### src/logic/cdpp_defines.svh
`ifndef CDPP_DEFINES_SVH
`define CDPP_DEFINES_SVH

// Register indexes; byte address is four times the index
`define CDPP_IDX_MODE1 10'h004
`define CDPP_IDX_MODE2 10'h005
`define CDPP_IDX_CC1 10'h006
`define CDPP_IDX_CC2 10'h007
`define CDPP_IDX_PROTECT 10'h00a
`define CDPP_IDX_DIVIDER 10'h00c
`define CDPP_IDX_CC3 10'h00d
`define CDPP_IDX_PM3 10'h013
`define CDPP_IDX_PLL1 10'h026
`define CDPP_IDX_PLL2 10'h027
`define CDPP_IDX_INV1 10'h3e0
`define CDPP_IDX_INV2 10'h3e1
`define CDPP_IDX_P9DIR 10'h3e2
`define CDPP_IDX_P3SEL 10'h3e3
`define CDPP_IDX_PRESCALE 10'h35f

// Field positions
`define CDPP_PR_CLK 0
`define CDPP_PR_MODE 1
`define CDPP_PR_PORT 2
`define CDPP_CC1_WDT 6
`define CDPP_CC2_STOP 0
`define CDPP_CC2_CPU1 7
`define CDPP_CC3_DET_EN 0
`define CDPP_CC3_CPU2 1
`define CDPP_CC3_FLAG 2
`define CDPP_PM3_CPU3 4
`define CDPP_PM3_CAN 5
`define CDPP_PLL2_DIV3 0

// PLL factor codes
`define CDPP_PLL_X6 3'h1
`define CDPP_PLL_X8 3'h2

// Reset values
`define CDPP_RST_BYTE 8'h00
`define CDPP_RST_WORD 32'h0000_0000

`endif

### src/logic/cdpp_pkg.sv
package cdpp_pkg;

typedef logic [7:0] cdpp_byte_t;

typedef enum logic [1:0] {
	CDPP_IDLE,
	CDPP_WRITE,
	CDPP_RDWAIT,
	CDPP_RDDONE
} cdpp_phase_e;

endpackage

### src/logic/cdpp_clock_ctrl.sv
`include "cdpp_defines.svh"

// Operation
// - Main divider: off, or divide by 2,3,4,6,8,10,12,14,16 via five bits
// - PLL: multiply by six then divide by two or three, or multiply by eight
// - Oscillator stop raises an interrupt, never a reset; no re-oscillation
// - Third clock control bit 0 enables stop detection; off means no report
// - Third clock control bit 2 flags a detected oscillator stop
// - No stop mode entry straight from low-speed or low-power mode
// - Programmable clock divides base by 2n, n 0 to 15, 0 undivided
// - Divide-by-32 clock only feeds the clock output pin, not timers
// - CPU clock source from three bits in three registers
// - Processor mode three bits 6-7 pick 2n source, bit 5 CAN clock
// - First clock control bit 6 is the watchdog function select
// - First PLL control bits 0-2 pick multiply by six or eight
// - Protect bit 0 opens clock, divider and PLL register writes
// - Protect bit 1 opens processor mode and inverter register writes
// - Protect bit 2 opens port nine direction and port three select writes
module cdpp_clock_ctrl (
	input wire logic hclk,
	input wire logic hresetn,
	input wire logic hsel,
	input wire logic [31:0] haddr,
	input wire logic [1:0] htrans,
	input wire logic hwrite,
	input wire logic [2:0] hsize,
	input wire logic [31:0] hwdata,
	input wire logic hready,
	output logic hreadyout,
	output logic hresp,
	output logic [31:0] hrdata,
	input wire logic osc_running,
	output logic osc_stop_irq,
	output logic stop_request,
	output logic [2:0] cpu_clk_sel,
	output logic watchdog_func_sel,
	output logic [3:0] pll_multiply,
	output logic [1:0] pll_divide,
	output logic main_clk_tick,
	output logic undivided_peripheral_clock,
	output logic divide_by_eight_clock,
	output logic programmable_even_divided_clock,
	output logic can_controller_clock,
	output logic clock_output_pin,
	output logic [7:0] port_nine_direction,
	output logic [7:0] port_three_function_select,
	output logic [7:0] inverter_control_first,
	output logic [7:0] inverter_control_second,
	output logic [7:0] processor_mode_first,
	output logic [7:0] processor_mode_second
);

	function automatic logic [4:0] divider_ratio(input logic [4:0] code);
		logic [4:0] r;
		r = 5'h01;
		case (code)
			5'h01: r = 5'h02;
			5'h02: r = 5'h03;
			5'h03: r = 5'h04;
			5'h04: r = 5'h06;
			5'h05: r = 5'h08;
			5'h06: r = 5'h0a;
			5'h07: r = 5'h0c;
			5'h08: r = 5'h0e;
			5'h09: r = 5'h10;
			default: r = 5'h01;
		endcase
		return r;
	endfunction

	function automatic logic hit(input logic [9:0] a, input logic [9:0] b);
		return a == b;
	endfunction

	cdpp_pkg::cdpp_phase_e phase;
	cdpp_pkg::cdpp_phase_e next_phase;
	logic [9:0] idx;
	logic take;
	logic wr;
	logic [7:0] wbyte;

	cdpp_pkg::cdpp_byte_t write_protect_control;
	cdpp_pkg::cdpp_byte_t clock_control_first;
	cdpp_pkg::cdpp_byte_t clock_control_second;
	cdpp_pkg::cdpp_byte_t clock_control_third;
	cdpp_pkg::cdpp_byte_t main_clock_divider;
	cdpp_pkg::cdpp_byte_t pll_control_first;
	cdpp_pkg::cdpp_byte_t pll_control_second;
	cdpp_pkg::cdpp_byte_t processor_mode_third;
	cdpp_pkg::cdpp_byte_t count_source_prescaler;
	logic osc_flag;

	logic osc_meta;
	logic osc_sync;
	logic pr_clk;
	logic pr_mode;
	logic pr_port;
	logic low_speed;

	logic [4:0] main_cnt;
	logic [4:0] main_ratio;
	logic [2:0] div8_cnt;
	logic [4:0] div32_cnt;
	logic div32_tick;
	logic even_src;
	logic [4:0] even_cnt;
	logic [4:0] even_span;
	logic clock_output_pin_tick;

	// Bus front end: reads get one wait state so that a read right after a
	// write sees the freshly written value
	assign take = hsel & htrans[1] & hready;
	assign hresp = 1'b0;
	assign hreadyout = phase != cdpp_pkg::CDPP_RDWAIT;
	assign wr = phase == cdpp_pkg::CDPP_WRITE;
	assign wbyte = hwdata[7:0];

	always_comb begin
		next_phase = cdpp_pkg::CDPP_IDLE;
		case (phase)
			cdpp_pkg::CDPP_RDWAIT: next_phase = cdpp_pkg::CDPP_RDDONE;
			default: begin
				if (take) begin
					next_phase = hwrite ? cdpp_pkg::CDPP_WRITE :
						cdpp_pkg::CDPP_RDWAIT;
				end
			end
		endcase
	end

	always_ff @(posedge hclk or negedge hresetn) begin
		if (!hresetn) begin
			phase <= cdpp_pkg::CDPP_IDLE;
		end else begin
			phase <= next_phase;
		end
	end

	always_ff @(posedge hclk or negedge hresetn) begin
		if (!hresetn) begin
			idx <= 10'h000;
		end else if (take) begin
			idx <= haddr[11:2];
		end
	end

	assign pr_clk = write_protect_control[`CDPP_PR_CLK];
	assign pr_mode = write_protect_control[`CDPP_PR_MODE];
	assign pr_port = write_protect_control[`CDPP_PR_PORT];

	// The protect register itself is always writable
	always_ff @(posedge hclk or negedge hresetn) begin
		if (!hresetn) begin
			write_protect_control <= `CDPP_RST_BYTE;
		end else if (wr && hit(idx, `CDPP_IDX_PROTECT)) begin
			write_protect_control <= {5'h00, wbyte[2:0]};
		end
	end

	// Clock group, open only while protect bit 0 is set
	always_ff @(posedge hclk or negedge hresetn) begin
		if (!hresetn) begin
			clock_control_first <= `CDPP_RST_BYTE;
			clock_control_second <= `CDPP_RST_BYTE;
			main_clock_divider <= `CDPP_RST_BYTE;
			pll_control_first <= `CDPP_RST_BYTE;
			pll_control_second <= `CDPP_RST_BYTE;
			clock_control_third <= `CDPP_RST_BYTE;
		end else if (wr && pr_clk) begin
			if (hit(idx, `CDPP_IDX_CC1)) begin
				clock_control_first <= wbyte;
			end
			if (hit(idx, `CDPP_IDX_CC2)) begin
				// Stop request bit is a strobe and never stored
				clock_control_second <= wbyte & 8'hfe;
			end
			if (hit(idx, `CDPP_IDX_DIVIDER)) begin
				main_clock_divider <= {3'h0, wbyte[4:0]};
			end
			if (hit(idx, `CDPP_IDX_PLL1)) begin
				pll_control_first <= {5'h00, wbyte[2:0]};
			end
			if (hit(idx, `CDPP_IDX_PLL2)) begin
				pll_control_second <= {7'h00, wbyte[0]};
			end
			if (hit(idx, `CDPP_IDX_CC3)) begin
				clock_control_third <= {6'h00, wbyte[1:0]};
			end
		end
	end

	// Oscillator sense pin is asynchronous to hclk
	always_ff @(posedge hclk or negedge hresetn) begin
		if (!hresetn) begin
			osc_meta <= 1'b1;
			osc_sync <= 1'b1;
		end else begin
			osc_meta <= osc_running;
			osc_sync <= osc_meta;
		end
	end

	// Sticky stop flag; a new detection beats a software clear in the same
	// cycle, and a restarted oscillator does not clear it
	always_ff @(posedge hclk or negedge hresetn) begin
		if (!hresetn) begin
			osc_flag <= 1'b0;
		end else if (clock_control_third[`CDPP_CC3_DET_EN] &&
			!osc_sync) begin
			osc_flag <= 1'b1;
		end else if (wr && pr_clk && hit(idx, `CDPP_IDX_CC3) &&
			!wbyte[`CDPP_CC3_FLAG]) begin
			osc_flag <= 1'b0;
		end
	end

	assign osc_stop_irq = osc_flag;

	// Processor mode and inverter group, open while protect bit 1 is set
	always_ff @(posedge hclk or negedge hresetn) begin
		if (!hresetn) begin
			processor_mode_first <= `CDPP_RST_BYTE;
			processor_mode_second <= `CDPP_RST_BYTE;
			processor_mode_third <= `CDPP_RST_BYTE;
			inverter_control_first <= `CDPP_RST_BYTE;
			inverter_control_second <= `CDPP_RST_BYTE;
		end else if (wr && pr_mode) begin
			if (hit(idx, `CDPP_IDX_MODE1)) begin
				processor_mode_first <= wbyte;
			end
			if (hit(idx, `CDPP_IDX_MODE2)) begin
				processor_mode_second <= wbyte;
			end
			if (hit(idx, `CDPP_IDX_PM3)) begin
				processor_mode_third <= {wbyte[7:4], 4'h0};
			end
			if (hit(idx, `CDPP_IDX_INV1)) begin
				inverter_control_first <= wbyte;
			end
			if (hit(idx, `CDPP_IDX_INV2)) begin
				inverter_control_second <= wbyte;
			end
		end
	end

	// Port group, open while protect bit 2 is set
	always_ff @(posedge hclk or negedge hresetn) begin
		if (!hresetn) begin
			port_nine_direction <= `CDPP_RST_BYTE;
			port_three_function_select <= `CDPP_RST_BYTE;
		end else if (wr && pr_port) begin
			if (hit(idx, `CDPP_IDX_P9DIR)) begin
				port_nine_direction <= wbyte;
			end
			if (hit(idx, `CDPP_IDX_P3SEL)) begin
				port_three_function_select <= wbyte;
			end
		end
	end

	always_ff @(posedge hclk or negedge hresetn) begin
		if (!hresetn) begin
			count_source_prescaler <= `CDPP_RST_BYTE;
		end else if (wr && hit(idx, `CDPP_IDX_PRESCALE)) begin
			count_source_prescaler <= {4'h0, wbyte[3:0]};
		end
	end

	// CPU clock source and mode controls
	always_ff @(posedge hclk or negedge hresetn) begin
		if (!hresetn) begin
			cpu_clk_sel <= 3'h0;
			watchdog_func_sel <= 1'b0;
		end else begin
			cpu_clk_sel <= {processor_mode_third[`CDPP_PM3_CPU3],
				clock_control_third[`CDPP_CC3_CPU2],
				clock_control_second[`CDPP_CC2_CPU1]};
			watchdog_func_sel <=
				clock_control_first[`CDPP_CC1_WDT];
		end
	end

	// Any non-main CPU source counts as low-speed or low-power mode
	assign low_speed = cpu_clk_sel != 3'h0;

	always_ff @(posedge hclk or negedge hresetn) begin
		if (!hresetn) begin
			stop_request <= 1'b0;
		end else begin
			stop_request <= wr && pr_clk && hit(idx, `CDPP_IDX_CC2) &&
				wbyte[`CDPP_CC2_STOP] && !low_speed;
		end
	end

	// PLL factor decode; an unused code keeps the PLL at multiply by eight
	always_ff @(posedge hclk or negedge hresetn) begin
		if (!hresetn) begin
			pll_multiply <= 4'h8;
			pll_divide <= 2'h1;
		end else if (pll_control_first[2:0] == `CDPP_PLL_X6) begin
			pll_multiply <= 4'h6;
			pll_divide <= pll_control_second[`CDPP_PLL2_DIV3] ?
				2'h3 : 2'h2;
		end else begin
			pll_multiply <= 4'h8;
			pll_divide <= 2'h1;
		end
	end

	// Main divider; a ratio change applies at once to the running count
	assign main_ratio = divider_ratio(main_clock_divider[4:0]);

	always_ff @(posedge hclk or negedge hresetn) begin
		if (!hresetn) begin
			main_cnt <= 5'h00;
			main_clk_tick <= 1'b0;
		end else if (main_cnt >= main_ratio - 5'h01) begin
			main_cnt <= 5'h00;
			main_clk_tick <= 1'b1;
		end else begin
			main_cnt <= main_cnt + 5'h01;
			main_clk_tick <= 1'b0;
		end
	end

	// Fixed peripheral ticks follow the main divider
	always_ff @(posedge hclk or negedge hresetn) begin
		if (!hresetn) begin
			div8_cnt <= 3'h0;
			div32_cnt <= 5'h00;
		end else if (main_clk_tick) begin
			div8_cnt <= div8_cnt + 3'h1;
			div32_cnt <= div32_cnt + 5'h01;
		end
	end

	always_ff @(posedge hclk or negedge hresetn) begin
		if (!hresetn) begin
			undivided_peripheral_clock <= 1'b0;
			divide_by_eight_clock <= 1'b0;
			div32_tick <= 1'b0;
		end else begin
			undivided_peripheral_clock <= main_clk_tick;
			divide_by_eight_clock <= main_clk_tick && div8_cnt == 3'h7;
			div32_tick <= main_clk_tick && div32_cnt == 5'h1f;
		end
	end

	// Programmable 2n divider; its source is picked by bits 6-7
	always_comb begin
		case (processor_mode_third[7:6])
			2'h1: even_src = main_clk_tick;
			2'h2: even_src = divide_by_eight_clock;
			default: even_src = 1'b1;
		endcase
	end

	assign even_span = {count_source_prescaler[3:0], 1'b0};

	always_ff @(posedge hclk or negedge hresetn) begin
		if (!hresetn) begin
			even_cnt <= 5'h00;
			programmable_even_divided_clock <= 1'b0;
		end else if (!even_src) begin
			programmable_even_divided_clock <= 1'b0;
		end else if (even_span == 5'h00) begin
			programmable_even_divided_clock <= 1'b1;
		end else if (even_cnt >= even_span - 5'h01) begin
			even_cnt <= 5'h00;
			programmable_even_divided_clock <= 1'b1;
		end else begin
			even_cnt <= even_cnt + 5'h01;
			programmable_even_divided_clock <= 1'b0;
		end
	end

	// CAN clock: bit 5 picks undivided base or the main divided tick
	always_ff @(posedge hclk or negedge hresetn) begin
		if (!hresetn) begin
			can_controller_clock <= 1'b0;
		end else begin
			can_controller_clock <= processor_mode_third[`CDPP_PM3_CAN] ?
				1'b1 : main_clk_tick;
		end
	end

	// Clock output pin; the divide-by-32 tick goes here only, never to
	// a timer source
	always_comb begin
		case (clock_control_first[1:0])
			2'h1: clock_output_pin_tick = divide_by_eight_clock;
			2'h2: clock_output_pin_tick = div32_tick;
			2'h3: clock_output_pin_tick = programmable_even_divided_clock;
			default: clock_output_pin_tick = 1'b0;
		endcase
	end

	always_ff @(posedge hclk or negedge hresetn) begin
		if (!hresetn) begin
			clock_output_pin <= 1'b0;
		end else if (clock_control_first[1:0] == 2'h0) begin
			clock_output_pin <= 1'b0;
		end else if (clock_output_pin_tick) begin
			clock_output_pin <= !clock_output_pin;
		end
	end

	// Read data is loaded during the wait state and held until next read
	always_ff @(posedge hclk or negedge hresetn) begin
		if (!hresetn) begin
			hrdata <= `CDPP_RST_WORD;
		end else if (phase == cdpp_pkg::CDPP_RDWAIT) begin
			case (idx)
				`CDPP_IDX_MODE1: hrdata <= {24'h00_0000, processor_mode_first};
				`CDPP_IDX_MODE2: hrdata <= {24'h00_0000,
					processor_mode_second};
				`CDPP_IDX_CC1: hrdata <= {24'h00_0000, clock_control_first};
				`CDPP_IDX_CC2: hrdata <= {24'h00_0000, clock_control_second};
				`CDPP_IDX_PROTECT: hrdata <= {24'h00_0000,
					write_protect_control};
				`CDPP_IDX_DIVIDER: hrdata <= {24'h00_0000, main_clock_divider};
				`CDPP_IDX_CC3: hrdata <= {24'h00_0000,
					clock_control_third[7:3], osc_flag,
					clock_control_third[1:0]};
				`CDPP_IDX_PM3: hrdata <= {24'h00_0000, processor_mode_third};
				`CDPP_IDX_PLL1: hrdata <= {24'h00_0000, pll_control_first};
				`CDPP_IDX_PLL2: hrdata <= {24'h00_0000, pll_control_second};
				`CDPP_IDX_INV1: hrdata <= {24'h00_0000,
					inverter_control_first};
				`CDPP_IDX_INV2: hrdata <= {24'h00_0000,
					inverter_control_second};
				`CDPP_IDX_P9DIR: hrdata <= {24'h00_0000, port_nine_direction};
				`CDPP_IDX_P3SEL: hrdata <= {24'h00_0000,
					port_three_function_select};
				`CDPP_IDX_PRESCALE: hrdata <= {24'h00_0000,
					count_source_prescaler};
				default: hrdata <= `CDPP_RST_WORD;
			endcase
		end
	end

endmodule

### config.mk
export PLATFORM = sky130hd
export DESIGN_NAME = cdpp_clock_ctrl
export DESIGN_NICKNAME = d
export VERILOG_FILES = /design/src/logic/cdpp_pkg.sv /design/src/logic/cdpp_clock_ctrl.sv
export VERILOG_INCLUDE_DIRS = /design/src /design/src/logic
export SDC_FILE = /design/constraint.sdc
export NUM_CORES = 1
export LEC_CHECK = 0
export BUFFER_PORTS_ARGS = -buffer_cell sky130_fd_sc_hd__clkbuf_2
export CORE_AREA = 2 2 133 187
export CTS_CLUSTER_DIAMETER = 150
export DETAILED_ROUTE_END_ITERATION = 10
export DIE_AREA = 0 0 135 189
export GPL_TIMING_DRIVEN = 0
export PLACE_DENSITY = 0.49
export SYNTH_ARGS = -nofsm -noshare
export SYNTH_HDL_FRONTEND = slang
export SYNTH_SLANG_ARGS = --single-unit
### constraint.sdc
create_clock -name hclk -period 4.3 [get_ports hclk]
set_input_delay 0.86 -clock hclk [delete_from_list [all_inputs] [get_ports hclk]]
set_output_delay 0.86 -clock hclk [all_outputs]
set_load 0.01 [all_outputs]
## After elaboration in Yosys (flattened, before gate mapping)

Memory sizes are Yosys's and may differ from the RTL's.
Cells that the tools add are included.

- Bits of input ports: 75
- Output and inout port bits: 100
- Register bits after elaboration: 168
- Memories: 1
- Word-level logic and storage cells: 132
- Memory bits (read-only): 80

Memory list:

| memory | depth | width | rd ports | clocked after memory_dff | wr ports | RTL line | text |
|---|---|---|---|---|---|---|---|
| (no name shown) | 16 | 5 | 1 | 0 | 0 | cdpp_clock_ctrl.sv:56 | `case (code)` |

- Magnitude comparators: 2
- Bitwise logic cells: 3
- Add/subtract/negate cells: 6
- Eq/ne operators: 26
- Muxes and demuxes: 21
- Reductions and logical operators: 36

Operators by type and width:

| operator | number |
|---|---|
| $pmux W8 S15 | 1 |
| $eq A10 B10 Y1 const B | 5 |
| $eq A10 B3 Y1 const B | 4 |
| $eq A10 B4 Y1 const B | 3 |
| $reduce_and A2 Y1 | 14 |
| $eq A10 B6 Y1 const B | 2 |
| $add A5 B1 Y5 const B | 3 |
| $mux W5 | 3 |
| $logic_and A1 B1 Y1 | 13 |
| $eq A10 B5 Y1 const B | 1 |
| $ge A5 B5 Y1 | 2 |
| $mux W1 | 10 |
| $sub A5 B1 Y5 const B | 2 |
| $eq A2 B2 Y1 const B | 4 |
| $mux W2 | 4 |
| $eq A2 B1 Y1 const B | 3 |
| $eq A5 B5 Y1 const B | 1 |
| $logic_not A5 Y1 | 1 |
| $logic_not A1 Y1 | 4 |
| $mux W4 | 1 |
| $reduce_bool A2 Y1 | 2 |
| $add A3 B1 Y3 const B | 1 |
| $eq A3 B1 Y1 const B | 1 |
| $eq A3 B3 Y1 const B | 1 |
| other kinds (7) | 8 |

## Logic depth before layout (Yosys ltp)

Gate-level depths: netlist of run 1.

- Depth in word-level cells: 6
- Depth in mapped cells: 11
- Depth with buffers taken out: 11

## Worst setup path before layout of run 1

Ideal clock, no wire load.

- Path kind: reg-to-reg
- Start: reg main_clock_divider[0]
- End: reg main_cnt[0]
- Buffers on the path: 0
- Period minus slack after synthesis: 2467 ps
- Arrival: 2373 ps
- Setup slack: 1833 ps
- Data required time: 4206 ps
- Library setup time: 94 ps
- Cell stages (with the launch flop): 12
- Cell sequence: dfrtp_1 inv_1 ha_1 o21ai_0 o21ai_0 nand2b_1 ha_1 ha_1 a21o_1 a21o_1 a21o_1 a211oi_1

- Longest elaborated chain between the ends: 5

Ends and longest elaborated chain:

| what | RTL line | text |
|---|---|---|
| start, declared | cdpp_clock_ctrl.sv:86 | `cdpp_pkg::cdpp_byte_t main_clock_divider;` |
| start signal, assigned | cdpp_clock_ctrl.sv:165 | `` main_clock_divider <= `CDPP_RST_BYTE; `` |
| start signal, assigned | cdpp_clock_ctrl.sv:178 | `main_clock_divider <= {3'h0, wbyte[4:0]};` |
| $mem_v2 Z16 W5 | n/a |  |
| $mux W5 | cdpp_clock_ctrl.sv:56 |  |
| $sub A5 B1 Y5 | cdpp_clock_ctrl.sv:317 | `end else if (main_cnt >= main_ratio - 5'h01) begin` |
| $ge A5 B5 Y1 | cdpp_clock_ctrl.sv:317 |  |
| $mux W5 | cdpp_clock_ctrl.sv:317 |  |
| end signal, assigned | cdpp_clock_ctrl.sv:321 | `main_cnt <= main_cnt + 5'h01;` |
| end, declared | cdpp_clock_ctrl.sv:100 | `logic [4:0] main_cnt;` |

Every way passes these cells.
A chain may end at the register's enable or synchronous reset.

## Worst setup path in the final report of run 1

- Start: reg main_clock_divider[0]
- End: reg main_cnt[2]

Same word-level chain as after synthesis.

==> results.cfg, run 1 <==
[final_layout]
fillers = 2433
final_layout_size_suffix_gt1_frac = 0.398
final_util = 0.362
syn2layout_area_growth_pct = 22.1
fin_area_mm2 = 0.00863
antennaDiodeCount = 0
nets = 810

[placed_design]
gp_congestion = 0.867
port_buffers = 96
dpl_cell_area_mm2 = 0.00807
place_hpwl_um = 14500

[route]
routed_wl_um = 19000
top_layer_used = met4
wl_per_cell_um = 18.4
wl_met2_um = 10300
dr_wl_met3_um = 679
detailedRoute.firstIterationViolations = 275
drtPass1Iterations = 4
met1_length_um = 7350
vias_per_cell = 4.77
num_vias = 4935
drtAntennaViolNets = 0
drc_errors = 0

[floorplan]
initial_core_util = 0.297
die_x_um = 135
io_pins = 175
die_h_um = 189
die-area_mm2 = 0.0255
fp-row-count = 67
core_area_mm2 = 0.0238

[sta]
max_freq_ghz = 0.355
fin_crit_ns = 2.82
setup_viol = 0
whs_ns = 0.330
hold_viol = 0
rsz0062_at_grt = no
fin_skew_ns = 0.00707
maxSlewViolCount = 0
slew_headroom = 0.297
worstMarginPinSlew_ns = 1.04
fin_tns_setup_ns = 0
finalCritPeriodShare = 0.656

[worst_hold_path]
min-delay-path-class = input pin to asynchronous set/reset pin

[global_route]
grt_max_degree = 109
grt_pass1_vias = 5082
antenna_found_initial = 0
globalRouteTotalUtil = 0.154
grt_pass1_wl_um = 29600
overflow = 0

[yosys]
ys_seq_area_frac = 0.500
synthFlopType = dfrtp_1
syn-cell-area_mm2 = 0.00707
yosys_register_bits = 141
synth_cells = 571
yosysWarningCount = 0
avgSynthCellArea_um2 = 12.4
synthArstFlopShare = 1.00
synth-edff-count = 0
synth_cell_types = 65

[cts]
cts_root_buf = clkbuf_16
clock_latency_ns = 0.42
cts_buffer_depth = 2
cts_buffers = 17
post_cts_buffers = 0
ctsHtreeMaxLevel = 4
hold_buffers = 0
cts_tree = done
cts_resized = 0
clock-sinks = 141
clkSlewWorstSetupHoldPaths_ns = 0.06

[setup_path]
path_max_fanout = 7
cp-start-kind = register
criticalPathCategory = register to register
crit_path_end_kind = register
worstPathRequired_ns = 4.62
cp.arrival_ns = 3.14

[run_status]
status = completed

[power_and_ir_drop]
powerDensity_mw_per_mm2 = 464
leakagePower_nw = 4.04
ir_drop_uv = 335
fin_total_pwr_mw = 4.00

[job]
maxCapViolations = 0
cell type report:
class	instances	area, µm²	share of cell area
buffer	52	320	0.0371
clock buffer	24	472	0.0547
clock inverter	7	90.1	0.0104
inverter	17	63.8	0.00740
multi-input combinational	386	3240	0.376
sequential	141	3530	0.410
tap	310	388	0.0450
timing repair buffer	97	517	0.0599
synthesized netlist by cell type (5+ instances only):
master	count	share of area
nor3_1	6	0.0042
xnor2_1	9	0.011
clkbuf_1	13	0.0069
mux2i_1	7	0.0099
dfrtp_1	137	0.49
ha_1	23	0.041
buf_1	5	0.0027
nor4_1	6	0.0053
and2_1	5	0.0044
o21ai_0	18	0.013
and3_1	8	0.0071
nand2b_1	6	0.0053
nor2b_1	6	0.0053
a211oi_1	9	0.0096
nand2_1	32	0.017
mux4_2	10	0.032
xor2_1	5	0.0062
buf_4	28	0.030
a21o_1	8	0.0085
nor2_1	16	0.0085
nand3_1	10	0.0071
inv_1	16	0.0085
mux2_2	97	0.15
a21oi_1	10	0.0071
cell usage in the layout, fill, tap and decap left out, drive strengths merged, types with 10 or more instances in the layout:
cell / instances
dfrtp: 137
clkbuf: 133
mux2: 97
buf: 40
nand2: 32
conb: 26
ha: 23
o21ai: 18
nor2: 18
inv: 16
nand3: 12
a21oi: 10
mux4: 10
final timing paths:
path | start | slack (ns) | end | depth (start not counted)
worst max-delay path | main_clock_divider[0] | 1.48 | main_cnt[2] | 11
worst min-delay path | hresetn | 0.33 | processor_mode_first[7] | 1
worst max register to register | main_clock_divider[0] | 1.48 | main_cnt[2] | 11
worst min register to register | osc_meta | 0.36 | osc_sync | 0
max in group asynchronous | hresetn | 3.10 | clock_control_first[2] | 2
min in group hclk | osc_meta | 0.36 | osc_sync | 0
logic make-up after synthesis:
family | share of synthesized area
DFF | 0.500
and+or+nand+nor | 0.116
muxes | 0.196
AOI/OAI and AO/OA | 0.0745
buffers and inverters | 0.0543
adders and majority gates | 0.0407
xor gates and xnor gates | 0.0173
other | 0.000531
state kept, by name, indices dropped and copies added, names as in the netlist, 7 cells and up:
register	flops
idx	10
clock_control_first	8
hrdata	8
inverter_control_first	8
inverter_control_second	8
port_nine_direction	8
port_three_function_select	8
processor_mode_first	8
processor_mode_second	8
clock_control_second	7
per-stage QoR:
stage / instances / setup slack, ns
final: 1034 / 1.48
after floorplan: 596 / 1.83
after global placement: 1002 / 0.0723
after CTS: 1034 / 1.45
after global routing: 1034 / 1.32
after detailed placement: 1003 / 1.46
worst max-delay path, stage by stage (launching register included):
cell	delay [ns]
dfrtp_1	0.49
inv_1	0.12
ha_1	0.31
o21ai_0	0.09
o21ai_0	0.22
nand2b_1	0.09
ha_1	0.31
ha_1	0.28
a21o_1	0.15
a21o_1	0.16
a21o_1	0.23
a211oi_1	0.27
where the power goes:
| group | internal, mW | switching (mW) | total, mW | leakage (nW) |
|---|---|---|---|---|
| Combinational | 0.406 | 0.493 | 0.899 | 2.00 |
| Clock | 0.877 | 0.530 | 1.41 | 0.270 |
| Sequential | 1.51 | 0.179 | 1.69 | 1.77 |
routing by layer:
layer	global-route usage	vias up
met1	0.170	2469
met3	0.0311	29
met5	0	-
li1	-	2303
met4	0.0737	0
met2	0.279	134
Note: power is estimated with default switching activity, not from simulation.
==> run 2, diff against run 1 <==
clock period = 2.76 ns   (was 4.3 ns; I/O delays follow)
==> run 2 against run 1 <==
Compared with the run above: core utilization up 0.38 points; highest routed layer unchanged; design area is 1.0% higher; via count is 1.2% higher; hold slack worse by 0.31 ns; critical path depth decreased by 6; clock power is 56% higher; total power rose by 56%; register-to-register slack lost 1.3 ns; clock skew hardly changed; largest cell class unchanged; flip-flop and latch count is the same.
==> results.cfg, run 2 (synthesized netlist as in run 1, its figures left out) <==
[setup_path]
rrSetupSlack_ns = 0.16
worstPathRequired_ns = 3.07
crit_family = simple AND/OR/NAND/NOR gates
path_cells = nor4b_1 > and2_1 > buf_2 > nand4_2 > mux2_2
reg2reg_to = processor_mode_second[7]
cp.arrival_ns = 2.91
reg2reg_depth = 5
worstReg2RegStart = idx[9]
crit_path_end_kind = register
critPathSlowestCell = nor4b_1
cp_slowest_stage_delay_ns = 0.76
cp-start-kind = register
criticalPathCategory = register to register
timing.critical_path.buf_inv = 1
path_max_fanout = 8

[route]
vias_per_cell = 4.81
wl_per_cell_um = 18.4
drtPass1Iterations = 4
routed_wl_um = 19100
detailedRoute.firstIterationViolations = 246
drc_errors = 0
drtAntennaViolNets = 0
num_vias = 4996

[cts]
cts_buffer_depth = 2
cts_buffers = 17
clock-sinks = 141
cts_root_buf = clkbuf_16
hold_buffers = 0
cts_tree = done
ctsHtreeMaxLevel = 4
clock_latency_ns = 0.42
clkSlewWorstSetupHoldPaths_ns = 0.06

[final_layout]
nets = 814
final_common_cell = dfrtp_1
antennaDiodeCount = 0
fin_area_mm2 = 0.00872
fillers = 2430
largest_reg_flops = 10
final_layout_size_suffix_gt1_frac = 0.411
final_cell_mix = 136 x dfrtp_1, 97 x mux2_2, 96 x clkbuf_2, 32 x nand2_1, 31 x buf_4
top_register = idx
syn2layout_area_growth_pct = 23.3
final_cells = 1038

[power_and_ir_drop]
leakagePower_nw = 4.07
fin_total_pwr_mw = 6.26
ir_drop_uv = 524
powerDensity_mw_per_mm2 = 718

[floorplan]
io_pins = 175
fp-row-count = 67
die_x_um = 135
core_area_mm2 = 0.0238
initial_core_util = 0.297
die-area_mm2 = 0.0255
die_h_um = 189

[sta]
max_freq_ghz = 0.384
fin_ws_ns = 0.159
fin_tns_setup_ns = 0
fin_crit_ns = 2.60
hold_viol = 0
slew_headroom = 0.450
maxSlewViolCount = 0
fin_skew_ns = 0.00732
finalCritPeriodShare = 0.943
rsz0062_at_grt = no
worstMarginPinSlew_ns = 0.813
setup_viol = 0

[placed_design]
dp_slack_ns = -0.0786
dp.cells = 1003
port_buffers = 96
dpl_cell_area_mm2 = 0.00807
place_hpwl_um = 14500
gp_congestion = 0.867

[global_route]
overflow = 0
grt_max_degree = 109
grt_pass1_wl_um = 29600
globalRouteTotalUtil = 0.154
grt_pass1_vias = 5093
antenna_found_initial = 0

[run_status]
status = completed

[job]
maxCapViolations = 0

[worst_hold_path]
min-delay-path-class = input pin to asynchronous set/reset pin
==> run 2: changes by cell type in the layout (fill, tap and decap cells not counted), moves of 2 or more <==
cell / before / now
nor4_2: 0 / 3
o21ai_1: 0 / 2
nor2_2: 2 / 0
nor2_4: 0 / 2
buf_4: 28 / 31
nor4_1: 6 / 3
o21ai_0: 18 / 16
==> run 2: final cells by class <==
class	instances	area, µm²	share of cell area
Clock inverter	7	90.1	0.0103
Inverter	17	63.8	0.00732
Buffer	52	324	0.0372
Sequential cell	141	3530	0.405
Tap cell	310	388	0.0445
Clock buffer	24	472	0.0541
Timing Repair Buffer	101	559	0.0642
Multi-Input combinational cell	386	3290	0.377
==> run 2: routing by layer <==
layer / vias up / global-route usage / wire, µm
met4: 0 / 0.0737 / 741
li1: 2306 / - / -
met2: 143 / 0.280 / 10300
met3: 32 / 0.0311 / 717
met1: 2515 / 0.170 / 7350
met5: - / 0 / 0
==> run 2: worst max-delay path by stage <==
stage	from	endpoint	slack, ns	depth (start not counted)
2_1_floorplan	main_clock_divider[0]	main_cnt[1]	0.29	11
5_1_grt	idx[9]	processor_mode_first[7]	0.03	5
3_5_place_dp	idx[2]	port_nine_direction[5]	-0.08	5
4_1_cts	idx[1]	hrdata[6]	0.001	6
3_3_place_gp	hresetn	idx[3]	-1.16	1
6_report	idx[9]	processor_mode_second[7]	0.16	5
==> run 2: where the power goes <==
part | switching, mW | total (mW) | internal (mW)
sequential | 0.279 | 2.64 | 2.36
combinational | 0.782 | 1.42 | 0.641
clock | 0.829 | 2.20 | 1.37
total | 1.89 | 6.26 | 4.37
==> run 2: through the flow <==
stage / hold slack, ns / util
5_1_grt: 0.0337 / 0.366
4_1_cts: 0.0245 / 0.364
2_1_floorplan: 0.256 / -
3_5_place_dp: 0.353 / 0.339
6_report: 0.0207 / 0.366
3_3_place_gp: 0.349 / 0.337
==> run 2: what timing repair did <==
action                                  4_1_cts  5_1_grt
endpoints found under the setup margin       21       23
buffers inserted                              1        3
gates resized for setup                       3       10
